===== src/core/cwb_defs.vh =====
// constants for the crop window and pixel binning block
`ifndef CWB_DEFS_VH
`define CWB_DEFS_VH

// ----------------------------------------------------------------------
// register byte offsets
// ----------------------------------------------------------------------
`define CWB_A_ARRAY_COLS 6'h00
`define CWB_A_ARRAY_ROWS 6'h04
`define CWB_A_MAX_COLS 6'h08
`define CWB_A_MAX_ROWS 6'h0c
`define CWB_A_WIDTH 6'h10
`define CWB_A_HEIGHT 6'h14
`define CWB_A_COL_START 6'h18
`define CWB_A_ROW_START 6'h1c
`define CWB_A_COL_FACTOR 6'h20
`define CWB_A_ROW_FACTOR 6'h24
`define CWB_A_STATUS 6'h28
`define CWB_A_FRAME_CYC 6'h2c

// ----------------------------------------------------------------------
// status fields and sensor model
// ----------------------------------------------------------------------
`define CWB_ST_REJECT 0
`define CWB_ST_MONO 1
`define CWB_ST_COLOUR 2
`define CWB_IS_COLOUR 1'b0
`define CWB_IS_CMOS 1'b0
`define CWB_ARRAY_COLS 16'h0280
`define CWB_ARRAY_ROWS 16'h01e8
`define CWB_MIN_ROWS 16'h003c
`define CWB_FACTOR_RESET 3'h1

// ----------------------------------------------------------------------
// frame timing, times in ns, clock in MHz
// ----------------------------------------------------------------------
`define CWB_CLK_MHZ 40
`define CWB_T_VCCD_NS 25000
`define CWB_T_LINE_NS 16800
`define CWB_T_FLUSH_NS 2600
`define CWB_T_FOT_NS 116700
`define CWB_T_CMOS_LINE_NS 9730
`define CWB_VCCD_CYC ((`CWB_T_VCCD_NS * `CWB_CLK_MHZ) / 1000)
`define CWB_LINE_CYC ((`CWB_T_LINE_NS * `CWB_CLK_MHZ) / 1000)
`define CWB_FLUSH_CYC ((`CWB_T_FLUSH_NS * `CWB_CLK_MHZ) / 1000)
`define CWB_FOT_CYC ((`CWB_T_FOT_NS * `CWB_CLK_MHZ) / 1000)
`define CWB_CMOS_LINE_CYC ((`CWB_T_CMOS_LINE_NS * `CWB_CLK_MHZ) / 1000)

// ----------------------------------------------------------------------
// stream buffer
// ----------------------------------------------------------------------
`define CWB_FIFO_DEPTH 8
`define CWB_FIFO_AW 3
`define CWB_WORD_W 16

`endif


===== src/core/cwb_top.v =====
// crop window and horizontal pixel binning with output fifo
//
// The address map and the strobed register port were left to the implementer.
`timescale 1ns/1ps
`default_nettype none
`include "cwb_defs.vh"

// ----------------------------------------------------------------------
// output fifo with registered read stage
// ----------------------------------------------------------------------
module cwb_fifo #(
  parameter WIDTH = 16,
  parameter DEPTH = 8,
  parameter AW = 3
) (
  // clocking
  input wire clk_in,
  input wire rst_n_in,
  input wire ce_in,
  // fill side
  input wire in_valid_in,
  output wire in_ready_out,
  input wire [WIDTH-1:0] in_data_in,
  // drain side
  output reg out_valid_out,
  input wire out_ready_in,
  output reg [WIDTH-1:0] out_data_out,
  // fill level
  output wire [AW:0] level_out
);
  reg [WIDTH-1:0] mem [0:DEPTH-1];
  reg [AW:0] wr_ptr_r;
  reg [AW:0] rd_ptr_r;
  wire full = (wr_ptr_r[AW] != rd_ptr_r[AW]) &&
              (wr_ptr_r[AW-1:0] == rd_ptr_r[AW-1:0]);
  wire empty = (wr_ptr_r == rd_ptr_r);
  wire push = in_valid_in && !full;
  wire pop = !empty && (!out_valid_out || out_ready_in);

  assign in_ready_out = !full;
  assign level_out = wr_ptr_r - rd_ptr_r;

  always @(posedge clk_in) begin
    if (ce_in && push) begin
      mem[wr_ptr_r[AW-1:0]] <= in_data_in;
    end
  end

  always @(posedge clk_in or negedge rst_n_in) begin
    if (!rst_n_in) begin
      wr_ptr_r <= {(AW+1){1'b0}};
      rd_ptr_r <= {(AW+1){1'b0}};
      out_valid_out <= 1'b0;
      out_data_out <= {WIDTH{1'b0}};
    end else if (ce_in) begin
      if (push) begin
        wr_ptr_r <= wr_ptr_r + 1'b1;
      end
      if (pop) begin
        rd_ptr_r <= rd_ptr_r + 1'b1;
        out_data_out <= mem[rd_ptr_r[AW-1:0]];
        out_valid_out <= 1'b1;
      end else if (out_ready_in) begin
        out_valid_out <= 1'b0;
      end
    end
  end
endmodule

// How it works
// - window coordinates count in pixels from the array's top left corner.
// - array column and row counts are read-only; writes leave them alone.
// - factor change recomputes maxima and rescales size and offsets.
// - size defaults to maximum; software sets size before offsets.
// - rising factor divides, dropping remainder; falling multiplies back.
// - factors one to four, independent per direction.
// - each group of adjacent pixels is summed into one output pixel.
// - columns combined here; rows combined by the sensor readout.
// - colour sensor with binning delivers a monochrome image.
// - factor three refused on a colour sensor.
// - frame period depends on window height and row factor only, never width.
// - ccd frame: transfer, flush per outside row, readout per window row.
// - cmos frame: fixed overhead plus one line time per two rows.
module cwb_top (
  // clock, reset, enable
  input wire clk_in,
  input wire reset_n_in,
  input wire ce_in,
  // register port
  input wire [5:0] reg_addr_in,
  input wire [31:0] reg_wdata_in,
  input wire reg_wr_in,
  input wire reg_rd_in,
  output reg [31:0] reg_rdata_out,
  // pixel stream from sensor readout
  input wire pix_valid_in,
  input wire pix_sof_in,
  input wire pix_sol_in,
  input wire [11:0] pix_data_in,
  output reg pix_ready_out,
  output reg [2:0] row_combine_factor_out,
  output reg mono_out,
  // cropped, binned stream
  output wire crop_valid_out,
  input wire crop_ready_in,
  output wire [15:0] crop_data_out
);
  // --------------------------------------------------------------------
  // reset release
  // --------------------------------------------------------------------
  reg rst_meta_r;
  reg rst_sync_r;
  always @(posedge clk_in or negedge reset_n_in) begin
    if (!reset_n_in) begin
      rst_meta_r <= 1'b0;
      rst_sync_r <= 1'b0;
    end else begin
      rst_meta_r <= 1'b1;
      rst_sync_r <= rst_meta_r;
    end
  end

  // --------------------------------------------------------------------
  // settings
  // --------------------------------------------------------------------
  reg [15:0] max_columns_allowed_r;
  reg [15:0] max_rows_allowed_r;
  reg [15:0] width_r;
  reg [15:0] height_r;
  reg [15:0] window_col_start_r;
  reg [15:0] window_row_start_r;
  reg [2:0] column_combine_factor_r;
  reg [2:0] row_combine_factor_r;
  reg reject_r;
  reg [31:0] frame_cycles_r;

  // multiply by the old factor, then divide by the new; remainder lost
  function [15:0] rescale;
    input [15:0] v;
    input [2:0] oldf;
    input [2:0] newf;
    reg [17:0] t;
    begin
      t = v * oldf;
      case (newf)
        3'h2: t = t >> 1;
        3'h3: t = t / 3;
        3'h4: t = t >> 2;
        default: t = t;
      endcase
      rescale = t[15:0];
    end
  endfunction

  wire [15:0] wd = reg_wdata_in[15:0];
  wire [2:0] wf = reg_wdata_in[2:0];
  wire wr_go = ce_in && reg_wr_in;
  wire factor_ok = (reg_wdata_in[31:3] == 29'h0) && (wf != 3'h0) &&
                   (wf <= 3'h4) && !(`CWB_IS_COLOUR && wf == 3'h3);
  wire [16:0] w_end = {1'b0, wd} + {1'b0, window_col_start_r};
  wire [16:0] h_end = {1'b0, wd} + {1'b0, window_row_start_r};
  wire [16:0] cs_end = {1'b0, wd} + {1'b0, width_r};
  wire [16:0] rs_end = {1'b0, wd} + {1'b0, height_r};
  wire width_ok = (wd[1:0] == 2'h0) && (wd != 16'h0) &&
                  (w_end <= {1'b0, max_columns_allowed_r});
  wire height_ok = (wd >= `CWB_MIN_ROWS) &&
                   (h_end <= {1'b0, max_rows_allowed_r});
  wire col_ok = (cs_end <= {1'b0, max_columns_allowed_r});
  wire row_ok = (rs_end <= {1'b0, max_rows_allowed_r});

  reg bad_wr;
  always @* begin
    bad_wr = 1'b0;
    if (wr_go) begin
      case (reg_addr_in)
        `CWB_A_WIDTH: bad_wr = !width_ok;
        `CWB_A_HEIGHT: bad_wr = !height_ok;
        `CWB_A_COL_START: bad_wr = !col_ok;
        `CWB_A_ROW_START: bad_wr = !row_ok;
        `CWB_A_COL_FACTOR: bad_wr = !factor_ok;
        `CWB_A_ROW_FACTOR: bad_wr = !factor_ok;
        default: bad_wr = 1'b0;
      endcase
    end
  end

  always @(posedge clk_in or negedge rst_sync_r) begin
    if (!rst_sync_r) begin
      max_columns_allowed_r <= `CWB_ARRAY_COLS;
      max_rows_allowed_r <= `CWB_ARRAY_ROWS;
      width_r <= `CWB_ARRAY_COLS;
      height_r <= `CWB_ARRAY_ROWS;
      window_col_start_r <= 16'h0000;
      window_row_start_r <= 16'h0000;
      column_combine_factor_r <= `CWB_FACTOR_RESET;
      row_combine_factor_r <= `CWB_FACTOR_RESET;
      reject_r <= 1'b0;
    end else if (ce_in) begin
      // a refusal in the clearing cycle keeps the flag set
      if (bad_wr) begin
        reject_r <= 1'b1;
      end else if (wr_go && reg_addr_in == `CWB_A_STATUS &&
                   reg_wdata_in[`CWB_ST_REJECT]) begin
        reject_r <= 1'b0;
      end
      if (wr_go && !bad_wr) begin
        case (reg_addr_in)
          `CWB_A_WIDTH: width_r <= wd;
          `CWB_A_HEIGHT: height_r <= wd;
          `CWB_A_COL_START: window_col_start_r <= wd;
          `CWB_A_ROW_START: window_row_start_r <= wd;
          `CWB_A_COL_FACTOR: begin
            column_combine_factor_r <= wf;
            max_columns_allowed_r <= rescale(`CWB_ARRAY_COLS, 3'h1, wf);
            width_r <= rescale(width_r, column_combine_factor_r, wf);
            window_col_start_r <= rescale(window_col_start_r,
                                          column_combine_factor_r, wf);
          end
          `CWB_A_ROW_FACTOR: begin
            row_combine_factor_r <= wf;
            max_rows_allowed_r <= rescale(`CWB_ARRAY_ROWS, 3'h1, wf);
            height_r <= rescale(height_r, row_combine_factor_r, wf);
            window_row_start_r <= rescale(window_row_start_r,
                                          row_combine_factor_r, wf);
          end
          default: begin
            // read-only and unmapped offsets ignore writes
          end
        endcase
      end
    end
  end

  // --------------------------------------------------------------------
  // frame period from height and row factor
  // --------------------------------------------------------------------
  wire [31:0] rows_in = height_r * row_combine_factor_r;
  wire [31:0] rows_out = ({16'h0, `CWB_ARRAY_ROWS} > rows_in) ?
                         ({16'h0, `CWB_ARRAY_ROWS} - rows_in) : 32'h0;
  wire [31:0] ccd_cyc = `CWB_VCCD_CYC + `CWB_FLUSH_CYC * rows_out +
                        `CWB_LINE_CYC * {16'h0, height_r};
  wire [31:0] cmos_cyc = `CWB_FOT_CYC +
                         ((`CWB_CMOS_LINE_CYC * {16'h0, height_r}) >> 1);

  always @(posedge clk_in or negedge rst_sync_r) begin
    if (!rst_sync_r) begin
      frame_cycles_r <= 32'h0;
      row_combine_factor_out <= `CWB_FACTOR_RESET;
      mono_out <= 1'b0;
    end else if (ce_in) begin
      frame_cycles_r <= `CWB_IS_CMOS ? cmos_cyc : ccd_cyc;
      row_combine_factor_out <= row_combine_factor_r;
      mono_out <= `CWB_IS_COLOUR && (column_combine_factor_r != 3'h1 ||
                  row_combine_factor_r != 3'h1);
    end
  end

  // --------------------------------------------------------------------
  // register read port
  // --------------------------------------------------------------------
  always @(posedge clk_in or negedge rst_sync_r) begin
    if (!rst_sync_r) begin
      reg_rdata_out <= 32'h0;
    end else if (ce_in) begin
      reg_rdata_out <= 32'h0;
      if (reg_rd_in) begin
        case (reg_addr_in)
          `CWB_A_ARRAY_COLS: reg_rdata_out <= {16'h0, `CWB_ARRAY_COLS};
          `CWB_A_ARRAY_ROWS: reg_rdata_out <= {16'h0, `CWB_ARRAY_ROWS};
          `CWB_A_MAX_COLS: reg_rdata_out <= {16'h0, max_columns_allowed_r};
          `CWB_A_MAX_ROWS: reg_rdata_out <= {16'h0, max_rows_allowed_r};
          `CWB_A_WIDTH: reg_rdata_out <= {16'h0, width_r};
          `CWB_A_HEIGHT: reg_rdata_out <= {16'h0, height_r};
          `CWB_A_COL_START: reg_rdata_out <= {16'h0, window_col_start_r};
          `CWB_A_ROW_START: reg_rdata_out <= {16'h0, window_row_start_r};
          `CWB_A_COL_FACTOR: reg_rdata_out <= {29'h0, column_combine_factor_r};
          `CWB_A_ROW_FACTOR: reg_rdata_out <= {29'h0, row_combine_factor_r};
          `CWB_A_STATUS: reg_rdata_out <= {29'h0, `CWB_IS_COLOUR, mono_out,
                                           reject_r};
          `CWB_A_FRAME_CYC: reg_rdata_out <= frame_cycles_r;
          default: reg_rdata_out <= 32'h0;
        endcase
      end
    end
  end

  // --------------------------------------------------------------------
  // column combining and cropping
  // --------------------------------------------------------------------
  // counters track binned coordinates of the incoming, row-binned lines
  reg [2:0] phase_r;
  reg [13:0] sum_r;
  reg [15:0] bcol_r;
  reg [15:0] row_r;
  reg first_line_r;
  reg line_first_r;
  reg frame_first_r;
  reg fifo_valid_r;
  reg [15:0] fifo_word_r;
  wire fifo_ready;
  wire [`CWB_FIFO_AW:0] fifo_level;

  wire take = ce_in && pix_valid_in && pix_ready_out;
  wire [2:0] ph = pix_sol_in ? 3'h0 : phase_r;
  wire [15:0] bc = pix_sol_in ? 16'h0 : bcol_r;
  wire [15:0] rw = pix_sof_in ? 16'h0 :
                   (pix_sol_in && !first_line_r) ? row_r + 16'h1 : row_r;
  wire [13:0] acc = ((ph == 3'h0) ? 14'h0 : sum_r) + {2'h0, pix_data_in};
  wire grp_done = (ph + 3'h1 == column_combine_factor_r);
  wire [16:0] c_end = {1'b0, window_col_start_r} + {1'b0, width_r};
  wire [16:0] r_end = {1'b0, window_row_start_r} + {1'b0, height_r};
  wire in_win = (bc >= window_col_start_r) && ({1'b0, bc} < c_end) &&
                (rw >= window_row_start_r) && ({1'b0, rw} < r_end);
  wire new_line = pix_sol_in || (bc != bcol_r) || (rw != row_r);
  wire sof_now = pix_sof_in || frame_first_r;

  always @(posedge clk_in or negedge rst_sync_r) begin
    if (!rst_sync_r) begin
      phase_r <= 3'h0;
      sum_r <= 14'h0;
      bcol_r <= 16'h0;
      row_r <= 16'h0;
      first_line_r <= 1'b1;
      line_first_r <= 1'b0;
      frame_first_r <= 1'b0;
      fifo_valid_r <= 1'b0;
      fifo_word_r <= 16'h0;
      pix_ready_out <= 1'b0;
    end else if (ce_in) begin
      // two slots of margin cover the registered ready and fifo_word_r
      pix_ready_out <= (fifo_level < `CWB_FIFO_DEPTH - 2);
      if (fifo_ready) begin
        fifo_valid_r <= 1'b0;
      end
      if (take) begin
        if (pix_sof_in) begin
          first_line_r <= 1'b0;
          frame_first_r <= 1'b1;
        end
        if (pix_sol_in) begin
          line_first_r <= 1'b1;
        end
        row_r <= rw;
        if (grp_done) begin
          phase_r <= 3'h0;
          bcol_r <= bc + 16'h1;
          if (in_win) begin
            fifo_valid_r <= 1'b1;
            fifo_word_r <= {sof_now, line_first_r || pix_sol_in ||
                            (bc == window_col_start_r), acc};
            frame_first_r <= 1'b0;
            line_first_r <= 1'b0;
          end
        end else begin
          phase_r <= ph + 3'h1;
          bcol_r <= bc;
          sum_r <= acc;
        end
      end
    end
  end

  // --------------------------------------------------------------------
  // output buffer
  // --------------------------------------------------------------------
  cwb_fifo #(
    .WIDTH(`CWB_WORD_W),
    .DEPTH(`CWB_FIFO_DEPTH),
    .AW(`CWB_FIFO_AW)
  ) u_fifo (
    .clk_in(clk_in),
    .rst_n_in(rst_sync_r),
    .ce_in(ce_in),
    .in_valid_in(fifo_valid_r),
    .in_ready_out(fifo_ready),
    .in_data_in(fifo_word_r),
    .out_valid_out(crop_valid_out),
    .out_ready_in(crop_ready_in),
    .out_data_out(crop_data_out),
    .level_out(fifo_level)
  );
endmodule
`default_nettype wire


===== config.mk =====
export PLATFORM = sky130hd
export DESIGN_NAME = cwb_top
export DESIGN_NICKNAME = d
export VERILOG_FILES = /design/src/core/cwb_top.v
export VERILOG_INCLUDE_DIRS = /design/src /design/src/core
export SDC_FILE = /design/constraint.sdc
export NUM_CORES = 2
export LEC_CHECK = 0
export BUFFER_PORTS_ARGS = -buffer_cell sky130_fd_sc_hd__buf_2
export CAP_MARGIN = 30
export CORE_MARGIN = 2
export CORE_UTILIZATION = 55
export DETAILED_ROUTE_END_ITERATION = 10
export PLACE_DENSITY_LB_ADDON = 0.08
export SYNTH_ARGS = -nofsm -noshare
export SYNTH_HDL_FRONTEND = slang
export SYNTH_SLANG_ARGS = --single-unit

===== constraint.sdc =====
create_clock -name clk_in -period 9.9 [get_ports clk_in]
set_input_delay 0.495 -clock clk_in [delete_from_list [all_inputs] [get_ports clk_in]]
set_output_delay 0.495 -clock clk_in [all_outputs]
set_load 0.01 [all_outputs]

==> results.sh <==
export IMPL_status="finished, final reports clean"
export IMPL_die_area_sq_mm=0.0740
export IMPL_finalSetupViolCount=0
export IMPL_grtUsageTotal_pct=32.3
export IMPL_ys_ff_latch=373
export IMPL_root_buffer="clkbuf_16"
export IMPL_synth_yosys_seq_area_share_pct=25.3
export IMPL_grt_pass1_vias=34200
export IMPL_ctsLongestPathBuffers=3
export IMPL_fin_crit_ps=9240
export IMPL_synth_edf_count=128
export IMPL_cts_tree="yes"
export IMPL_worstPathRequired_ps=10370
export IMPL_viasPerCell=6.35
export IMPL_clock_latency_ps=610
export IMPL_p_seq_share_pct=20.6
export IMPL_routedWlPerCell_um=21.1
export IMPL_switchingPower_w=0.00444
export IMPL_min_period_over_period_pct=93.3
export IMPL_relSlewSlack_pct=29.6
export IMPL_vias=36500
export IMPL_p_leak_nw=19.7
export IMPL_firstDrtPassIters=9
export IMPL_grt_max_degree=68
export IMPL_ir_worst_vdd_mv=0.499
export IMPL_rows=98
export IMPL_maxCapViolCount=0
export IMPL_ioPinCount=113
export IMPL_crit_path_max_fanout=9
export IMPL_drt_initial_drc_count=3173
export IMPL_drcViolationCount=0
export IMPL_whs_ps=174
export IMPL_async_flop_share_pct=65.7
export IMPL_start_util_pct=55.4
export IMPL_syn_inst=4671
export IMPL_cts_sink_count=373
export IMPL_cts_buffers=44
export IMPL_arrival_ps=9710
export IMPL_finalMaxSlewViolations=0
export IMPL_ff2ff_path_depth=42
export IMPL_rsz0062_at_grt="false"
export IMPL_swShare_pct=44.6
export IMPL_tns_ps=0
export IMPL_intPower_w=0.00552
export IMPL_grt_pass1_wl_mm=191
export IMPL_hold_path_class="reg2async"
export IMPL_cp_start_kind="flip-flop"
export IMPL_core_area_sq_mm=0.0712
export IMPL_post_dp_hpwl_mm=88.5
export IMPL_ant_nets=0
export IMPL_antenna_found_initial=5
export IMPL_fmax_ghz=0.108
export IMPL_worst_path_max_delay_cell="dfstp_2"
export IMPL_fin_nets=5328
export IMPL_final_core_util_pct=60.5
export IMPL_ys_flop_type="dfrtp_1"
export IMPL_gr_total_overflow=0
export IMPL_die_h_um=272
export IMPL_fillers=6389
export IMPL_area_growth_pct=9.10
export IMPL_crit_top_cell="o21ai_0"
export IMPL_tightest_slew_ps=1060
export IMPL_hold_violations=0
export IMPL_post_synth_num_cell_types=105
export IMPL_worst_path_largest_cell_delay_ps=570
export IMPL_drt_total_wl_mm=121
export IMPL_clk_pin_slew_ps=60
export IMPL_p_per_area_mw_per_mm2=231
export IMPL_numPortBuffers=111
export IMPL_clkPwrFrac_pct=17.4
export IMPL_synth_area_per_cell_sq_um=8.45
export IMPL_critPathKind="reg2reg"
export IMPL_p_comb_share_pct=62.1
export IMPL_gp_congestion=0.940
export IMPL_htreeDepth=2
export IMPL_yosysWarnings=0
export IMPL_drive_above_1_share_pct=10.2
export IMPL_die_w_um=272
export IMPL_end_kind="flip-flop"
export IMPL_skew_ps=34.4
export IMPL_syn_area_sq_mm=0.0395
[registers in the layout (all words and copies together) (netlist names), 14 cells and up]
name and cells:
bcol_r 16, window_row_start_r 16, fifo_word_r 16, width_r 16, height_r 16, u_fifo.mem 128
row_r 16, frame_cycles_r 29, u_fifo.out_data_out 16, sum_r 14, reg_rdata_out 32, window_col_start_r 16
[power groups by stage]
stage / clock network, W / registers [W] / logic, W
2_1_floorplan: 0 / 0.00200 / 0.00468
3_3_place_gp: 0 / 0.00206 / 0.00584
3_5_place_dp: 0 / 0.00206 / 0.00591
4_1_cts: 0.00176 / 0.00204 / 0.00598
5_1_grt: 0.00181 / 0.00206 / 0.00699
6_report: 0.00173 / 0.00205 / 0.00618
[layout make-up]
| type | instances | area (sq um) | area share (%) |
|---|---|---|---|
| multi-input combinational | 3725 | 27400 | 63.6 |
| antenna | 1 | 2.50 | 0.00581 |
| clock buffer | 65 | 1280 | 2.97 |
| sequential | 373 | 10000 | 23.2 |
| inverter | 364 | 1370 | 3.17 |
| clock inverter | 15 | 267 | 0.619 |
| tap | 950 | 1190 | 2.76 |
| timing repair buffer | 245 | 1590 | 3.68 |
[metal layers]
layer	global-route usage, %	share of wire (%)
met1	43.4	42
met2	51.5	45
met3	5.47	8.3
met4	13.5	4.9
met5	0	0.033
[cells by family after synthesis]
group	after synthesis	share of synthesized area, %
buf+inv	610	5.90
other cells	2	0.0190
flops	373	25.3
fa+ha+maj	518	18.2
xor+xnor	283	6.30
simple gates	1377	16.3
compound gates	1376	23.4
mux	132	4.54
[critical path, delay by kind of cell, from the launching register on]
family                   cells  cell delay, ps
flip-flops                   1             570
buffers and inverters        3             300
AND/OR/NAND/NOR              7            1370
AO/OA/AOI/OAI               21            3390
XOR/XNOR                     1              80
adder cells (fa/ha/maj)      8            3020
multiplexers                 2             370
[layout by cell type (no fill, tap or decap), types with 62 or more instances in the layout]
| master | count |
|---|---|
| a21o_1 | 92 |
| a21oi_1 | 306 |
| and2_1 | 62 |
| buf_2 | 110 |
| buf_4 | 133 |
| dfrtp_1 | 226 |
| edfxtp_1 | 128 |
| fa_1 | 97 |
| ha_1 | 419 |
| inv_1 | 361 |
| nand2_1 | 513 |
| nand3_1 | 114 |
| nor2_1 | 294 |
| nor3_1 | 94 |
| o21ai_0 | 291 |
| xnor2_1 | 186 |
| xor2_1 | 96 |
[synthesized netlist by cell type (30+ instances only)]
cell,instances,share of area (%)
a21oi_1,311,3.9
nor2b_1,46,0.73
and3_1,31,0.49
nor3_1,101,1.3
and2_1,62,0.98
o21bai_1,51,0.97
a31oi_1,50,0.79
ha_1,419,13
o221ai_1,36,0.80
xor2_1,96,2.1
o22ai_1,37,0.59
a22oi_1,36,0.68
a21o_1,92,1.7
nand2_1,514,4.9
o31ai_1,46,0.87
o21ai_0,305,3.9
clkbuf_1,213,2.0
edfxtp_1,128,9.7
o211ai_1,42,0.80
nand4_1,42,0.67
mux2_2,57,1.6
xnor2_1,186,4.1
dfrtp_1,228,14
mux2i_1,43,1.1
nor4_1,37,0.59
o21a_1,47,0.89
a211oi_1,39,0.74
mux4_2,32,1.8
a221oi_1,39,0.86
or3_1,30,0.48
nand3_1,114,1.4
nand2b_1,36,0.57
inv_1,361,3.4
nor2_1,297,2.8
fa_1,97,4.9
[through the flow]
| stage | total power (W) | std cells | cell area, sq um | setup WS [ps] |
|---|---|---|---|---|
| after floorplan | 0.00668 | 4708 | 39600 | 415 |
| after global placement | 0.00789 | 5652 | 41400 | 224 |
| after detailed placement | 0.00797 | 5653 | 41500 | 5.89 |
| after CTS | 0.00977 | 5734 | 43000 | 47.3 |
| after global routing | 0.0109 | 5737 | 43100 | 21.2 |
| final | 0.00995 | 5738 | 43100 | 665 |
[final timing paths]
kind | start | slack [ps] | to
max in group asynchronous | rst_sync_r$_DFF_PN0_ | 7770 | reg_rdata_out[30]$_DFFE_PN0P_
worst min-delay path | rst_sync_r$_DFF_PN0_ | 170 | sum_r[5]$_DFFE_PN0P_
min in group clk_in | crop_ready_in | 190 | u_fifo.out_valid_out$_DFFE_PN0P_
worst max register to register | row_combine_factor_r[0]$_DFFE_PN1P_ | 660 | frame_cycles_r[26]$_DFFE_PN0P_
worst max-delay path | row_combine_factor_r[0]$_DFFE_PN1P_ | 660 | frame_cycles_r[26]$_DFFE_PN0P_
worst min register to register | rst_sync_r$_DFF_PN0_ | 170 | sum_r[5]$_DFFE_PN0P_
[what timing repair did]
item	in CTS	in global routing
gates cloned	0	0
hold endpoints to repair	2	0
setup endpoints to repair	2	7
pin swaps	0	6
setup buffers	0	3
hold buffers	1	0
gates resized for setup	3	27
Note: power is estimated with default switching activity, not from simulation.
